## src/gpc_pkg.sv

```systemverilog
// Constants shared by the general-purpose pin control block.
// Assumes a 125 MHz core clock and byte-wide registers on a two-wire serial bus.
`default_nettype none

package gpc_pkg;

	// ==========================================================
	// Register map
	localparam int          REG_W       = 8;
	localparam logic [7:0]  ADDR_PIN12  = 8'h1B;
	localparam logic [7:0]  ADDR_PIN3   = 8'h1C;
	localparam logic [7:0]  RST_PIN12   = 8'h00;
	localparam logic [7:0]  RST_PIN3    = 8'h00;

	// ==========================================================
	// Field positions, pin12_control
	localparam int B_DIR2   = 7;
	localparam int B_DIR1   = 6;
	localparam int B_OUT2   = 5;
	localparam int B_OUT1   = 4;
	localparam int B_POL2   = 3;
	localparam int B_POL1   = 2;
	localparam int B_SBY1   = 1;
	localparam int B_BUCKA1 = 0;

	// ==========================================================
	// Field positions, pin3_misc_control
	localparam int B_DIR3   = 7;
	localparam int B_OUT3   = 6;
	localparam int B_AUXREG = 5;
	localparam int B_CHGV   = 4;
	localparam int B_IRQ2   = 2;
	localparam int B_IRQ1   = 1;
	localparam int B_BUCKB2 = 0;

	// ==========================================================
	// Timing
	localparam int CLK_PERIOD_NS = 8;
	localparam int INT_PULSE_NS  = 1000;
	localparam int INT_PULSE_CYC = (INT_PULSE_NS + CLK_PERIOD_NS - 1) / CLK_PERIOD_NS;
	localparam int INT_CNT_W     = 8;

	// ==========================================================
	// Serial bus
	// Device address value is arbitrary
	localparam logic [6:0] I2C_DEV_ADDR = 7'h2A;
	localparam logic [3:0] I2C_BITS     = 4'h8;

	typedef enum {I2C_IDLE, I2C_RX, I2C_ACK, I2C_TX, I2C_TXACK} gpc_i2c_e;

endpackage : gpc_pkg

`default_nettype wire

```

## src/gpc_i2c_slave.sv

```systemverilog
// Byte-level two-wire serial slave: address, register pointer, data bytes.
// Assumes scl and sda arrive already synchronised to clk.
`timescale 1ns/1ps
`default_nettype none

module gpc_i2c_slave #(
	parameter logic [6:0] DEV_ADDR = gpc_pkg::I2C_DEV_ADDR
) (
	// Clock and reset
	input  wire logic                      clk,
	input  wire logic                      rstn,
	// Synchronised bus lines
	input  wire logic                      scl_s,
	input  wire logic                      sda_s,
	output logic                           sda_oe_n,
	// Register side
	output logic [7:0]                     reg_addr,
	output logic                           wr_en,
	output logic [gpc_pkg::REG_W-1:0]      wr_data,
	input  wire logic [gpc_pkg::REG_W-1:0] rd_data
);
	import gpc_pkg::*;

	typedef struct packed {
		gpc_i2c_e   state;
		logic       scl_q;
		logic       sda_q;
		logic [7:0] sh;
		logic [3:0] cnt;
		logic       rw;
		logic [1:0] phase;
		logic [7:0] ptr;
		logic       drive;
		logic       wr_en;
		logic [7:0] wr_data;
	} gpc_i2c_s;

	gpc_i2c_s st;
	gpc_i2c_s next_st;
	logic     rise;
	logic     fall;
	logic     start;
	logic     stop;

	assign rise  = scl_s & ~st.scl_q;
	assign fall  = ~scl_s & st.scl_q;
	assign start = st.scl_q & scl_s & st.sda_q & ~sda_s;
	assign stop  = st.scl_q & scl_s & ~st.sda_q & sda_s;

	always_comb
	begin
		next_st       = st;
		next_st.wr_en = 1'b0;
		next_st.scl_q = scl_s;
		next_st.sda_q = sda_s;
		if (start)
		begin
			next_st.state = I2C_RX;
			next_st.cnt   = 4'h0;
			next_st.phase = 2'h0;
			next_st.drive = 1'b0;
		end
		else if (stop)
		begin
			next_st.state = I2C_IDLE;
			next_st.drive = 1'b0;
		end
		else
		begin
			case (st.state)
				I2C_RX:
				begin
					if (rise && st.cnt < I2C_BITS)
					begin
						next_st.sh  = {st.sh[6:0], sda_s};
						next_st.cnt = st.cnt + 4'h1;
					end
					else if (fall && st.cnt == I2C_BITS)
					begin
						next_st.cnt   = 4'h0;
						next_st.state = I2C_ACK;
						next_st.drive = 1'b1;
						if (st.phase == 2'h0)
						begin
							next_st.rw = st.sh[0];
							// Foreign address: stay off the bus until the next start
							if (st.sh[7:1] != DEV_ADDR)
							begin
								next_st.state = I2C_IDLE;
								next_st.drive = 1'b0;
							end
						end
						else if (st.phase == 2'h1)
							next_st.ptr = st.sh;
						else
						begin
							next_st.wr_en   = 1'b1;
							next_st.wr_data = st.sh;
						end
					end
				end
				I2C_ACK:
				begin
					if (fall)
					begin
						next_st.drive = 1'b0;
						if (st.phase == 2'h0)
							next_st.phase = st.rw ? 2'h2 : 2'h1;
						else if (st.phase == 2'h1)
							next_st.phase = 2'h2;
						else if (!st.rw)
							next_st.ptr = st.ptr + 8'h01;
						if (st.rw)
						begin
							next_st.state = I2C_TX;
							next_st.sh    = rd_data;
							next_st.drive = ~rd_data[7];
							next_st.cnt   = 4'h1;
						end
						else
							next_st.state = I2C_RX;
					end
				end
				I2C_TX:
				begin
					if (fall)
					begin
						if (st.cnt == I2C_BITS)
						begin
							next_st.drive = 1'b0;
							next_st.state = I2C_TXACK;
						end
						else
						begin
							next_st.drive = ~st.sh[6];
							next_st.sh    = {st.sh[6:0], 1'b0};
							next_st.cnt   = st.cnt + 4'h1;
						end
					end
				end
				I2C_TXACK:
				begin
					// Master ack: reuse the ack state to load the next byte on the fall
					if (rise)
					begin
						if (sda_s)
							next_st.state = I2C_IDLE;
						else
						begin
							next_st.ptr   = st.ptr + 8'h01;
							next_st.state = I2C_ACK;
						end
					end
				end
				default:
				begin
					next_st.drive = 1'b0;
				end
			endcase
		end
	end

	always_ff @(posedge clk or negedge rstn)
	begin
		if (!rstn)
		begin
			st       <= '0;
			st.state <= I2C_IDLE;
			st.scl_q <= 1'b1;
			st.sda_q <= 1'b1;
		end
		else
			st <= next_st;
	end

	assign sda_oe_n = ~st.drive;
	assign reg_addr = st.ptr;
	assign wr_en    = st.wr_en;
	assign wr_data  = st.wr_data;

endmodule : gpc_i2c_slave

`default_nettype wire

```

## src/gpc_sync.sv

```systemverilog
// Two-stage synchroniser for a bundle of asynchronous levels.
// Assumes each bit is an independent level; no bus coherence is implied.
`timescale 1ns/1ps
`default_nettype none

module gpc_sync #(
	parameter int W = 1
) (
	// Clock and reset
	input  wire logic         clk,
	input  wire logic         rstn,
	// Levels
	input  wire logic [W-1:0] d,
	output logic      [W-1:0] q
);
	import gpc_pkg::*;

	typedef struct packed {
		logic [W-1:0] s1;
		logic [W-1:0] s2;
	} gpc_sync_s;

	gpc_sync_s st;
	gpc_sync_s next_st;

	always_comb
	begin
		next_st    = st;
		next_st.s1 = d;
		next_st.s2 = st.s1;
	end

	always_ff @(posedge clk or negedge rstn)
	begin
		if (!rstn)
			st <= '0;
		else
			st <= next_st;
	end

	assign q = st.s2;

endmodule : gpc_sync

`default_nettype wire

```

## src/gpc_top.sv

```systemverilog
// Control registers for three general-purpose pins and pin-driven converter controls.
// Assumes pins, scl and sda are asynchronous; the pad resolves open-drain levels.
`timescale 1ns/1ps
`default_nettype none

// Functional notes
// (RL1) Register pin12_control sits at 0x1B, all eight bits read/write.
// (RL2) Register pin3_misc_control sits at 0x1C, all eight bits read/write.
// (RL3) Direction bits: 0x1B B7 pin two, B6 pin one, 0x1C B7 pin three.
// (RL4) 0x1B B5 sets pin two output level; ignored while input.
// (RL5) 0x1B B4 sets pin one output level; ignored while input.
// (RL6) 0x1B B3: 0 rising edge/low level, 1 falling edge/high level, pin two.
// (RL7) 0x1B B2: 0 rising edge/low level, 1 falling edge/high level, pin one.
// (RL8) 0x1B B1 lets pin one level control standby of both bucks.
// (RL9) 0x1B B0 lets pin one level switch buck a.
// (RL10) 0x1C B6 sets pin three output level.
// (RL11) 0x1C B5 switches the auxiliary regulator on or off.
// (RL12) 0x1C B4 selects charge voltage 4.20 V or 4.36 V; B3 unused.
// (RL13) 0x1C B2 lets a selected pin two edge pulse the interrupt low.
// (RL14) 0x1C B1 lets a selected pin one edge pulse the interrupt low.
// (RL15) 0x1C B0 lets pin two level switch buck b.
// (RL16) Sampled levels of all three pins go to the standby register.
// (RL17) Output level 1 releases the pin; level 0 pulls it low.
// (RL18) A qualifying edge pulses the interrupt high-low-high.
// (RL19) Both registers load fixed defaults on reset.
// (RL20) Edges are found on synchronised samples, one event per transition.
module gpc_top #(
	parameter logic [6:0] DEV_ADDR = gpc_pkg::I2C_DEV_ADDR
) (
	// Clock and reset
	input  wire logic       clk,
	input  wire logic       rstn,
	// Serial bus
	input  wire logic       scl_in,
	input  wire logic       sda_in,
	output logic            sda_out,
	output logic            sda_oe_n,
	// General-purpose pins
	input  wire logic       gp_pin_one_in,
	output logic            gp_pin_one_out,
	output logic            gp_pin_one_oe_n,
	input  wire logic       gp_pin_two_in,
	output logic            gp_pin_two_out,
	output logic            gp_pin_two_oe_n,
	input  wire logic       gp_pin_three_in,
	output logic            gp_pin_three_out,
	output logic            gp_pin_three_oe_n,
	// Host interrupt
	output logic            irq_n,
	// Converter and misc controls
	output logic            buck_a_pin_on,
	output logic            buck_b_pin_on,
	output logic            buck_standby_pin_req,
	output logic            aux_regulator_enable,
	output logic            charge_voltage_select,
	// Pin levels for buck_standby_reg bits 5..7
	output logic [2:0]      pin_levels
);
	import gpc_pkg::*;

	// ==========================================================
	// Reset release
	logic [1:0] rst_ff;
	logic       rstn_sync;

	always_ff @(posedge clk or negedge rstn)
	begin
		if (!rstn)
			rst_ff <= 2'b00;
		else
			rst_ff <= {rst_ff[0], 1'b1};
	end

	assign rstn_sync = rst_ff[1];

	// ==========================================================
	// Input synchronisers and serial slave
	logic [4:0]       sync_q;
	logic [2:0]       pin_s;
	logic [7:0]       reg_addr;
	logic             wr_en;
	logic [REG_W-1:0] wr_data;
	logic [REG_W-1:0] rd_data;

	gpc_sync #(
		.W (5)
	) u_sync (
		.clk  (clk),
		.rstn (rstn_sync),
		.d    ({sda_in, scl_in, gp_pin_three_in, gp_pin_two_in, gp_pin_one_in}),
		.q    (sync_q)
	);

	assign pin_s = sync_q[2:0];

	gpc_i2c_slave #(
		.DEV_ADDR (DEV_ADDR)
	) u_slave (
		.clk      (clk),
		.rstn     (rstn_sync),
		.scl_s    (sync_q[3]),
		.sda_s    (sync_q[4]),
		.sda_oe_n (sda_oe_n),
		.reg_addr (reg_addr),
		.wr_en    (wr_en),
		.wr_data  (wr_data),
		.rd_data  (rd_data)
	);

	assign sda_out = 1'b0;

	// ==========================================================
	// State
	typedef struct packed {
		logic [REG_W-1:0]     reg12;
		logic [REG_W-1:0]     reg3;
		logic [2:0]           pin_q;
		logic [INT_CNT_W-1:0] int_cnt;
		logic                 irq_n;
		logic [2:0]           oe_n;
		logic                 buck_a;
		logic                 buck_b;
		logic                 sby;
		logic [2:0]           levels;
	} gpc_top_s;

	gpc_top_s st;
	gpc_top_s next_st;
	logic     ev1;
	logic     ev2;

	// Unmapped pointers read as zero
	function automatic logic [REG_W-1:0] reg_read(input logic [7:0] a,
		input logic [REG_W-1:0] r12, input logic [REG_W-1:0] r3);
		if (a == ADDR_PIN12)
			return r12;
		else if (a == ADDR_PIN3)
			return r3;
		else
			return '0;
	endfunction : reg_read

	// Level control is active when the pin is an input and level matches polarity
	function automatic logic level_hit(input logic en, input logic dir,
		input logic pin, input logic pol);
		return en & ~dir & ~(pin ^ pol);
	endfunction : level_hit

	assign rd_data = reg_read(reg_addr, st.reg12, st.reg3); // see RL1 // see RL2

	// Polarity 0 picks the rising edge, 1 the falling edge
	assign ev1 = ~st.reg12[B_DIR1] & st.reg3[B_IRQ1]
		& (st.reg12[B_POL1] ? (st.pin_q[0] & ~pin_s[0])
			: (~st.pin_q[0] & pin_s[0])); // see RL7 // see RL14 // see RL20
	assign ev2 = ~st.reg12[B_DIR2] & st.reg3[B_IRQ2]
		& (st.reg12[B_POL2] ? (st.pin_q[1] & ~pin_s[1])
			: (~st.pin_q[1] & pin_s[1])); // see RL6 // see RL13 // see RL20

	always_comb
	begin
		next_st       = st;
		next_st.pin_q = pin_s;
		if (wr_en)
		begin
			if (reg_addr == ADDR_PIN12)
				next_st.reg12 = wr_data; // see RL1
			else if (reg_addr == ADDR_PIN3)
				next_st.reg3 = wr_data; // see RL2 // see RL12
		end
		// A new edge during a pulse restarts it rather than being lost
		if (ev1 || ev2)
		begin
			next_st.int_cnt = INT_CNT_W'(INT_PULSE_CYC); // see RL18
			next_st.irq_n   = 1'b0;
		end
		else if (st.int_cnt != '0)
		begin
			next_st.int_cnt = st.int_cnt - 1'b1;
			next_st.irq_n   = (st.int_cnt == INT_CNT_W'(1)); // see RL18
		end
		// Open drain: only a low level is ever driven
		next_st.oe_n[0] = ~(st.reg12[B_DIR1] & ~st.reg12[B_OUT1]); // see RL3 // see RL5 // see RL17
		next_st.oe_n[1] = ~(st.reg12[B_DIR2] & ~st.reg12[B_OUT2]); // see RL3 // see RL4 // see RL17
		next_st.oe_n[2] = ~(st.reg3[B_DIR3] & ~st.reg3[B_OUT3]); // see RL3 // see RL10 // see RL17
		next_st.buck_a  = level_hit(st.reg12[B_BUCKA1], st.reg12[B_DIR1],
			pin_s[0], st.reg12[B_POL1]); // see RL9
		next_st.sby     = level_hit(st.reg12[B_SBY1], st.reg12[B_DIR1],
			pin_s[0], st.reg12[B_POL1]); // see RL8
		next_st.buck_b  = level_hit(st.reg3[B_BUCKB2], st.reg12[B_DIR2],
			pin_s[1], st.reg12[B_POL2]); // see RL15
		next_st.levels  = pin_s; // see RL16
	end

	always_ff @(posedge clk or negedge rstn_sync)
	begin
		if (!rstn_sync)
		begin
			st       <= '0;
			st.reg12 <= RST_PIN12; // see RL19
			st.reg3  <= RST_PIN3; // see RL19
			st.irq_n <= 1'b1;
			st.oe_n  <= 3'b111;
		end
		else
			st <= next_st;
	end

	// ==========================================================
	// Outputs
	assign gp_pin_one_out        = 1'b0;
	assign gp_pin_two_out        = 1'b0;
	assign gp_pin_three_out      = 1'b0;
	assign gp_pin_one_oe_n       = st.oe_n[0];
	assign gp_pin_two_oe_n       = st.oe_n[1];
	assign gp_pin_three_oe_n     = st.oe_n[2];
	assign irq_n                 = st.irq_n;
	assign buck_a_pin_on         = st.buck_a;
	assign buck_b_pin_on         = st.buck_b;
	assign buck_standby_pin_req  = st.sby;
	assign aux_regulator_enable  = st.reg3[B_AUXREG]; // see RL11
	assign charge_voltage_select = st.reg3[B_CHGV]; // see RL12
	assign pin_levels            = st.levels;
endmodule : gpc_top

`default_nettype wire

```

## config.mk

```make
export PLATFORM = sky130hd
export DESIGN_NAME = gpc_top
export DESIGN_NICKNAME = d
export VERILOG_FILES = /design/src/gpc_pkg.sv /design/src/gpc_i2c_slave.sv /design/src/gpc_sync.sv /design/src/gpc_top.sv
export SDC_FILE = /design/constraint.sdc
export NUM_CORES = 1
export LEC_CHECK = 0
export BUFFER_PORTS_ARGS = -buffer_cell sky130_fd_sc_hd__buf_2
export CAP_MARGIN = 20
export CORE_ASPECT_RATIO = 0.6
export CORE_MARGIN = 2
export CORE_UTILIZATION = 61
export CTS_CLUSTER_DIAMETER = 50
export DETAILED_ROUTE_END_ITERATION = 16
export GPL_ROUTABILITY_DRIVEN = 0
export PLACE_DENSITY = 0.84
export SLEW_MARGIN = 20
export SYNTH_ARGS = -nofsm -noshare
export SYNTH_HDL_FRONTEND = slang
export SYNTH_SLANG_ARGS = --single-unit
export TNS_END_PERCENT = 10
```

## constraint.sdc

```tcl
create_clock -name clk -period 3 [get_ports clk]
set_input_delay 0.15 -clock clk [delete_from_list [all_inputs] [get_ports clk]]
set_output_delay 0.15 -clock clk [all_outputs]
set_load 0.02 [all_outputs]
```

=== Yosys cells after proc, flatten, opt, wreduce, memory -nomap -nowiden ===
Cells that the tools add are included.

* Input port bits: 7
* Word-level logic and storage cells: 201
* Flip-flop bits (word level): 113

* Bitwise operators: 53
* Eq/ne operators: 37
* Mux-type cells: 61
* Reductions and logical operators: 23
* Add/sub/neg operators: 3
* Order comparisons: 1

{| class="wikitable"
|+ Operator list
! cell !! number
|-
| $mux W32 || 8
|-
| $pmux W32 S4 || 1
|-
| $mux W8 || 10
|-
| $eq A32 B2 Y1 const B || 2
|-
| $mux W9 || 7
|-
| $mux W12 || 4
|-
| $mux W18 || 2
|-
| $pmux W12 S3 || 1
|-
| $eq A32 B1 Y1 const B || 1
|-
| $eq A32 B3 Y1 const B || 1
|-
| $not A1 Y1 || 27
|-
| $and A1 B1 Y1 || 24
|-
| $ne A4 B1 Y1 const B || 6
|-
| $pmux W8 S3 || 1
|-
| $reduce_and A7 Y1 || 3
|-
| $mux W2 || 9
|-
| $eq A8 B5 Y1 const B || 2
|-
| $ne A2 B1 Y1 const B || 8
|-
| $mux W15 || 1
|-
| $ne A2 B2 Y1 const B || 7
|-
| $reduce_and A13 Y1 || 1
|-
| $mux W1 || 12
|-
| $ne A3 B1 Y1 const B || 4
|-
| $mux W11 || 1
|-
| 28 further kinds || 35
|}

=== Longest topological paths before layout ===
* Depth after elaboration: 9
* Gate-level depth with buffers: 10
* Mapped depth without buffers: 7

=== Hierarchy ===
From an unflattened synthesis, not the netlist that was laid out.

* Cells, all modules: 396
* Area, all modules: 4237.8 µm²

{| class="wikitable"
|+ Modules (own cells, without submodules)
! module !! area each (µm²) !! cells an instance !! instances
|-
| gpc_i2c_slave || 2273.4 || 243 || 1
|-
| gpc_top || 1714.1 || 143 || 1
|-
| gpc_sync || 250.2 || 10 || 1
|}

=== Least setup slack after synthesis ===
OpenSTA, ideal clock, no wires.

* Path type: flip-flop to flip-flop
* Start: register u_slave.st[21] in the netlist's numbering
* End: register u_slave.st[24] in the netlist's numbering
* Cell stages (with the launch flop): 9
* Arrival: 1.938 ns
* Setup time: 0.069 ns
* Slack: 0.993 ns
* Cell sequence: dfrtp_1 inv_1 ha_1 and3b_1 buf_2 a221oi_2 a31oi_1 or4b_1 nand3_1

* Word-level cells in the longest chain between the ends: 6
* Elaborated cells on any way between the ends: 14
* Those cells by class: add/sub (1); order compare (1); eq/ne (3); mux (6); reduce/logical (3)

{| class="wikitable"
|+ RTL lines
! item !! line !! RTL
|-
| from (decl) || gpc_i2c_slave.sv:38 || <nowiki>gpc_i2c_s st;</nowiki>
|-
| from (signal assigned) || gpc_i2c_slave.sv:173 || <nowiki>st <= next_st;</nowiki>
|-
| $add A4 B1 Y4 / $lt A4 B4 Y1 (equally long branches) || gpc_i2c_slave.sv:76, gpc_i2c_slave.sv:137, gpc_i2c_slave.sv:73 ||
|-
| $mux W12 / $logic_and A1 B1 Y1 (equally long branches) || gpc_i2c_slave.sv:128, gpc_i2c_slave.sv:73 ||
|-
| $mux W12 / $mux W4 (equally long branches) || gpc_i2c_slave.sv:126, gpc_i2c_slave.sv:73 ||
|-
| $pmux W12 S3 || gpc_i2c_slave.sv:70 || <nowiki>case (st.state)</nowiki>
|-
| $mux W15 || gpc_i2c_slave.sv:63 || <nowiki>else if (stop)</nowiki>
|-
| $mux W4 || gpc_i2c_slave.sv:56 || <nowiki>if (start)</nowiki>
|}

Parallel ways exist; a longest one is shown, timed or not. The select of a mux whose other input is x is not followed.
A chain may end at the register's enable or synchronous reset.

=== Worst setup path after layout ===
* Start: register u_slave.st[34] in the netlist's numbering
* End: register u_slave.st[31] in the netlist's numbering

* Word-level cells in the longest chain between the ends: 5
* Elaborated cells on any way between the ends: 15
* Those cells by class: eq/ne (3); bitwise (10); reduce/logical (2)

{| class="wikitable"
|+ RTL lines
! item !! line !! RTL
|-
| $not A1 Y1 / $and A1 B1 Y1 (equally long branches) || gpc_i2c_slave.sv:45, gpc_i2c_slave.sv:47, gpc_i2c_slave.sv:48 ||
|-
| $and A1 B1 Y1 (on tied branches) || gpc_i2c_slave.sv:45, gpc_i2c_slave.sv:47, gpc_i2c_slave.sv:48 ||
|-
| $logic_and A1 B1 Y1, or another cell as far along || gpc_i2c_slave.sv:73 || <nowiki>if (rise && st.cnt < I2C_BITS)</nowiki>
|-
| $ne A2 B1 Y1 (no source line) / $not A1 Y1 (equally long branches) || -- ||
|-
| $reduce_and A8 Y1 (no source line) * || -- ||
|}

Mark *: on every way between the ends. The rest lies on a longest branch, timed or not.

==> Implementation_results.wiki <==
{| class="wikitable"
! Metric !! Value
|-
| Result of the run || finished, final reports clean
|-
| Number of register bits inferred by synthesis || 84
|-
| Sink Count || 84
|-
| Static leakage || 2.07 nW
|-
| Ratio of final minimum period to clock period || about four fifths
|-
| DIE AREA || approximately 7500 um2
|-
| DRT antenna net count || 0
|-
| Fraction of layout cells with a size suffix above 1 || approximately a fifth
|-
| DR vias || 3124
|-
| Endpoint required time on the critical path || between 3 and 4 ns
|-
| Aggregate global-route resource usage || around 29%
|-
| Minimum clock period || between 2 and 2.5 ns
|-
| Largest fanout on the critical path || 17
|-
| Gr ovfl total || 0
|-
| H-tree levels || 3
|-
| Number of standard cells in the final layout excluding fillers || 492
|-
| Number of placed cells counting well taps || roughly 470
|-
| Worst r2r dst || u_slave.st[31]$_DFFE_PN0P_
|-
| Maximum buffer depth of the clock tree || 2
|-
| Actual slew at the worst max-slew pin || 0.788 ns
|-
| Slack of the worst reg-to-reg path || between 0.5 and 0.6 ns
|-
| CTS Buf Count || 9
|-
| Wire length of the first global-routing pass || 15700 um
|-
| Final total power || about 2.7 mW
|-
| Fraction of synthesis flops using an asynchronous set or reset pin || between 90% and 100%
|-
| Max Clk Rate || around 0.41 GHz
|-
| Area of all placed cells without fillers || between 4000 and 5000 um2
|-
| I/O Pins || 24
|-
| Most common library cell in the layout ignoring fill and taps || sky130_fd_sc_hd__dfrtp_1
|-
| Depth of the worst register-to-register path || 5
|-
| Register area share after synthesis || 51.0%
|-
| Setup-violating endpoint count in the final report || 0
|-
| Worst R2R Start || u_slave.st[34]$_DFF_PN1_
|-
| Hold_ws || approximately 0.11 ns
|-
| Number of violations of the max-capacitance limit || 0
|-
| Crit. End Element || register
|-
| Total length of routed wires || 9450 um
|-
| Worst Slack Setup Final || about 0.58 ns
|-
| Buffer cell driving the clock tree root || sky130_fd_sc_hd__clkbuf_16
|-
| Cell area after synthesis || 4140 um2
|-
| PwrDens || just under 600 nW/um2
|-
| Standard cell core area || around 6600 um2
|-
| Post-placement cell area || roughly 4200 um2
|-
| Per-instance average area after synthesis || between 10 and 15 um2
|-
| Syn-to-layout area delta || 11.5%
|-
| Number of global-route vias before repair || 3054
|-
| Number of antenna repair diodes || 0
|-
| Worst EP arrival || ~2.7 ns
|-
| Starting density of the core || ~63%
|-
| Count of nets after finishing || 413
|-
| DP Worst Slack || between 0.6 and 0.7 ns
|-
| CP startpoint kind || register
|-
| WL/cell || 19.2 um
|-
| Final slew viol count || 0
|-
| Count of unresolved DRC violations after routing || 0
|-
| Die W || 110 um
|-
| Iter 0 DRT Violations || between 300 and 400
|-
| Number of distinct library cells after synthesis || 72
|-
| Most used cells in the layout excluding fill and tap cells || sky130_fd_sc_hd__dfrtp_1, sky130_fd_sc_hd__nand2_1, sky130_fd_sc_hd__mux2_2
|-
| Final-layout fill cell count || slightly below 500
|-
| Number of antenna violations at the first check in global routing || 0
|-
| Number of buffers added on ports || 19
|-
| Worst ir drop on vdd || 0.484 mV
|-
| Gate count after technology mapping || about 380
|-
| Clock transition at path regs || roughly 0.06 ns
|-
| Worst setup skew after layout || between 0.006 and 0.007 ns
|-
| Detailed placer's ending HPWL || ~6300 um
|-
| Largest net degree at the start of global routing || 83
|-
| EDFF count, synth || 0
|-
| Synthesis Warnings || 0
|-
| Number of detailed-route iterations in the first pass || 5
|-
| Setup repair after global routing missed its margin || false
|-
| Hold Crit Class || in2async
|-
| Post-Route Utilization || between 60% and 70%
|-
| Dominant register cell in the synthesized netlist || sky130_fd_sc_hd__dfrtp_1
|-
| Vias per cell || 6.35
|-
| Final Hold Fails || 0
|-
| TritonCTS clock tree || built
|-
| Clock Latency Late Sink || between 0.3 and 0.4 ns
|-
| Startpoint-to-endpoint class of the critical path || reg2reg
|-
| Tightest slew margin relative to the limit || between 40% and 50%
|-
| Die height || between 60 and 70 um
|-
| Cell Rows || 23
|-
| Sum of negative setup slack || 0 ns
|-
| Post-cts gate resize count || 0
|}
[cell usage after synthesis, drive strengths merged, types with 5 or more instances]
library cell,count,area (um2)
a21oi,24,120
a31oi,8,50.1
buf,18,125
clkbuf,8,30.0
dfrtp,78,1950
dfstp,6,158
ha,6,75.1
inv,15,56.3
mux2,26,297
nand2,37,141
nand2b,10,62.6
nand3,10,50.1
nor2,14,60.1
nor3,12,60.1
nor3b,6,55.1
o21ai,15,75.1
o22ai,5,31.3
o311ai,5,43.8
[power by group]
part,leakage [nW],total (mW),internal [mW],switching [mW]
Combinational,0.837,0.205,0.0906,0.115
Clock,0.151,1.15,0.676,0.470
Sequential,1.08,1.34,1.20,0.139
[final cells by class]
class	count	area [um2]	area share [%]
inverters	15	56.3	1.22
clock buffers	10	239	5.18
repair buffers	28	198	4.28
flip-flops and latches	84	2110	45.8
clock inverters	6	71.3	1.55
multi-input cells	262	1830	39.6
well taps	87	109	2.36
[how the worst max path moves through the flow]
| stage | from | to | slack [ns] | cells after the start |
|---|---|---|---|---|
| final | u_slave.st[34]$_DFF_PN1_ | u_slave.st[31]$_DFFE_PN0P_ | 0.58 | 5 |
| after CTS | u_slave.st[21]$_DFFE_PN0P_ | u_slave.st[31]$_DFFE_PN0P_ | 0.62 | 7 |
| after global routing | u_slave.st[21]$_DFFE_PN0P_ | u_slave.st[27]$_DFFE_PN0P_ | 0.44 | 7 |
| after detailed placement | u_slave.st[34]$_DFF_PN1_ | u_slave.st[31]$_DFFE_PN0P_ | 0.66 | 5 |
| after floorplan | rst_ff[1]$_DFF_PN0_ | aux_regulator_enable$_DFFE_PN0P_ | 0.50 | 0 |
| after global placement | u_slave.st[21]$_DFFE_PN0P_ | u_slave.reg_addr[3]$_DFFE_PN0P_ | 0.83 | 7 |
[routing by layer]
layer	vias to the layer above	global-route usage [%]	share of wire [%]
li1	1414	-	-
met4	0	9.69	1.5
met1	1539	41.8	45
met2	158	42.9	44
met3	13	8.01	9.5
met5	-	0	0
[critical path, cell delays in order (launching register included)]
cell	delay, ns
sky130_fd_sc_hd__dfstp_2	0.67
sky130_fd_sc_hd__nand2b_1	0.26
sky130_fd_sc_hd__a221oi_2	0.36
sky130_fd_sc_hd__and4_1	0.63
sky130_fd_sc_hd__o311ai_1	0.22
sky130_fd_sc_hd__o21a_1	0.16
[registers in the layout, indices dropped and copies added, names as in the netlist]
name and cells:
st 22, u_slave.st 21, u_slave.reg_addr 8, u_slave.wr_data 8, u_sync.next_st 5, u_sync.q 5
pin_levels 3, rst_ff 2, aux_regulator_enable 1, buck_a_pin_on 1, buck_b_pin_on 1, buck_standby_pin_req 1
charge_voltage_select 1, gp_pin_one_oe_n 1, gp_pin_three_oe_n 1, gp_pin_two_oe_n 1, irq_n 1, u_slave.wr_en 1
[logic make-up after synthesis]
family,after synthesis,share of synthesized area (%)
compound gates,92,15.6
xor+xnor,6,1.45
fa+ha+maj,6,1.81
buf+inv,41,5.11
flops,84,51.0
mux,30,8.13
other cells,2,0.181
simple gates,123,16.8
[timing repair]
item / in CTS / in global routing
hold buffers: 6 / 0
buffers inserted: 0 / 0
hold endpoints to repair: 7 / 0
No activity file was read; power rests on OpenSTA's default activity.
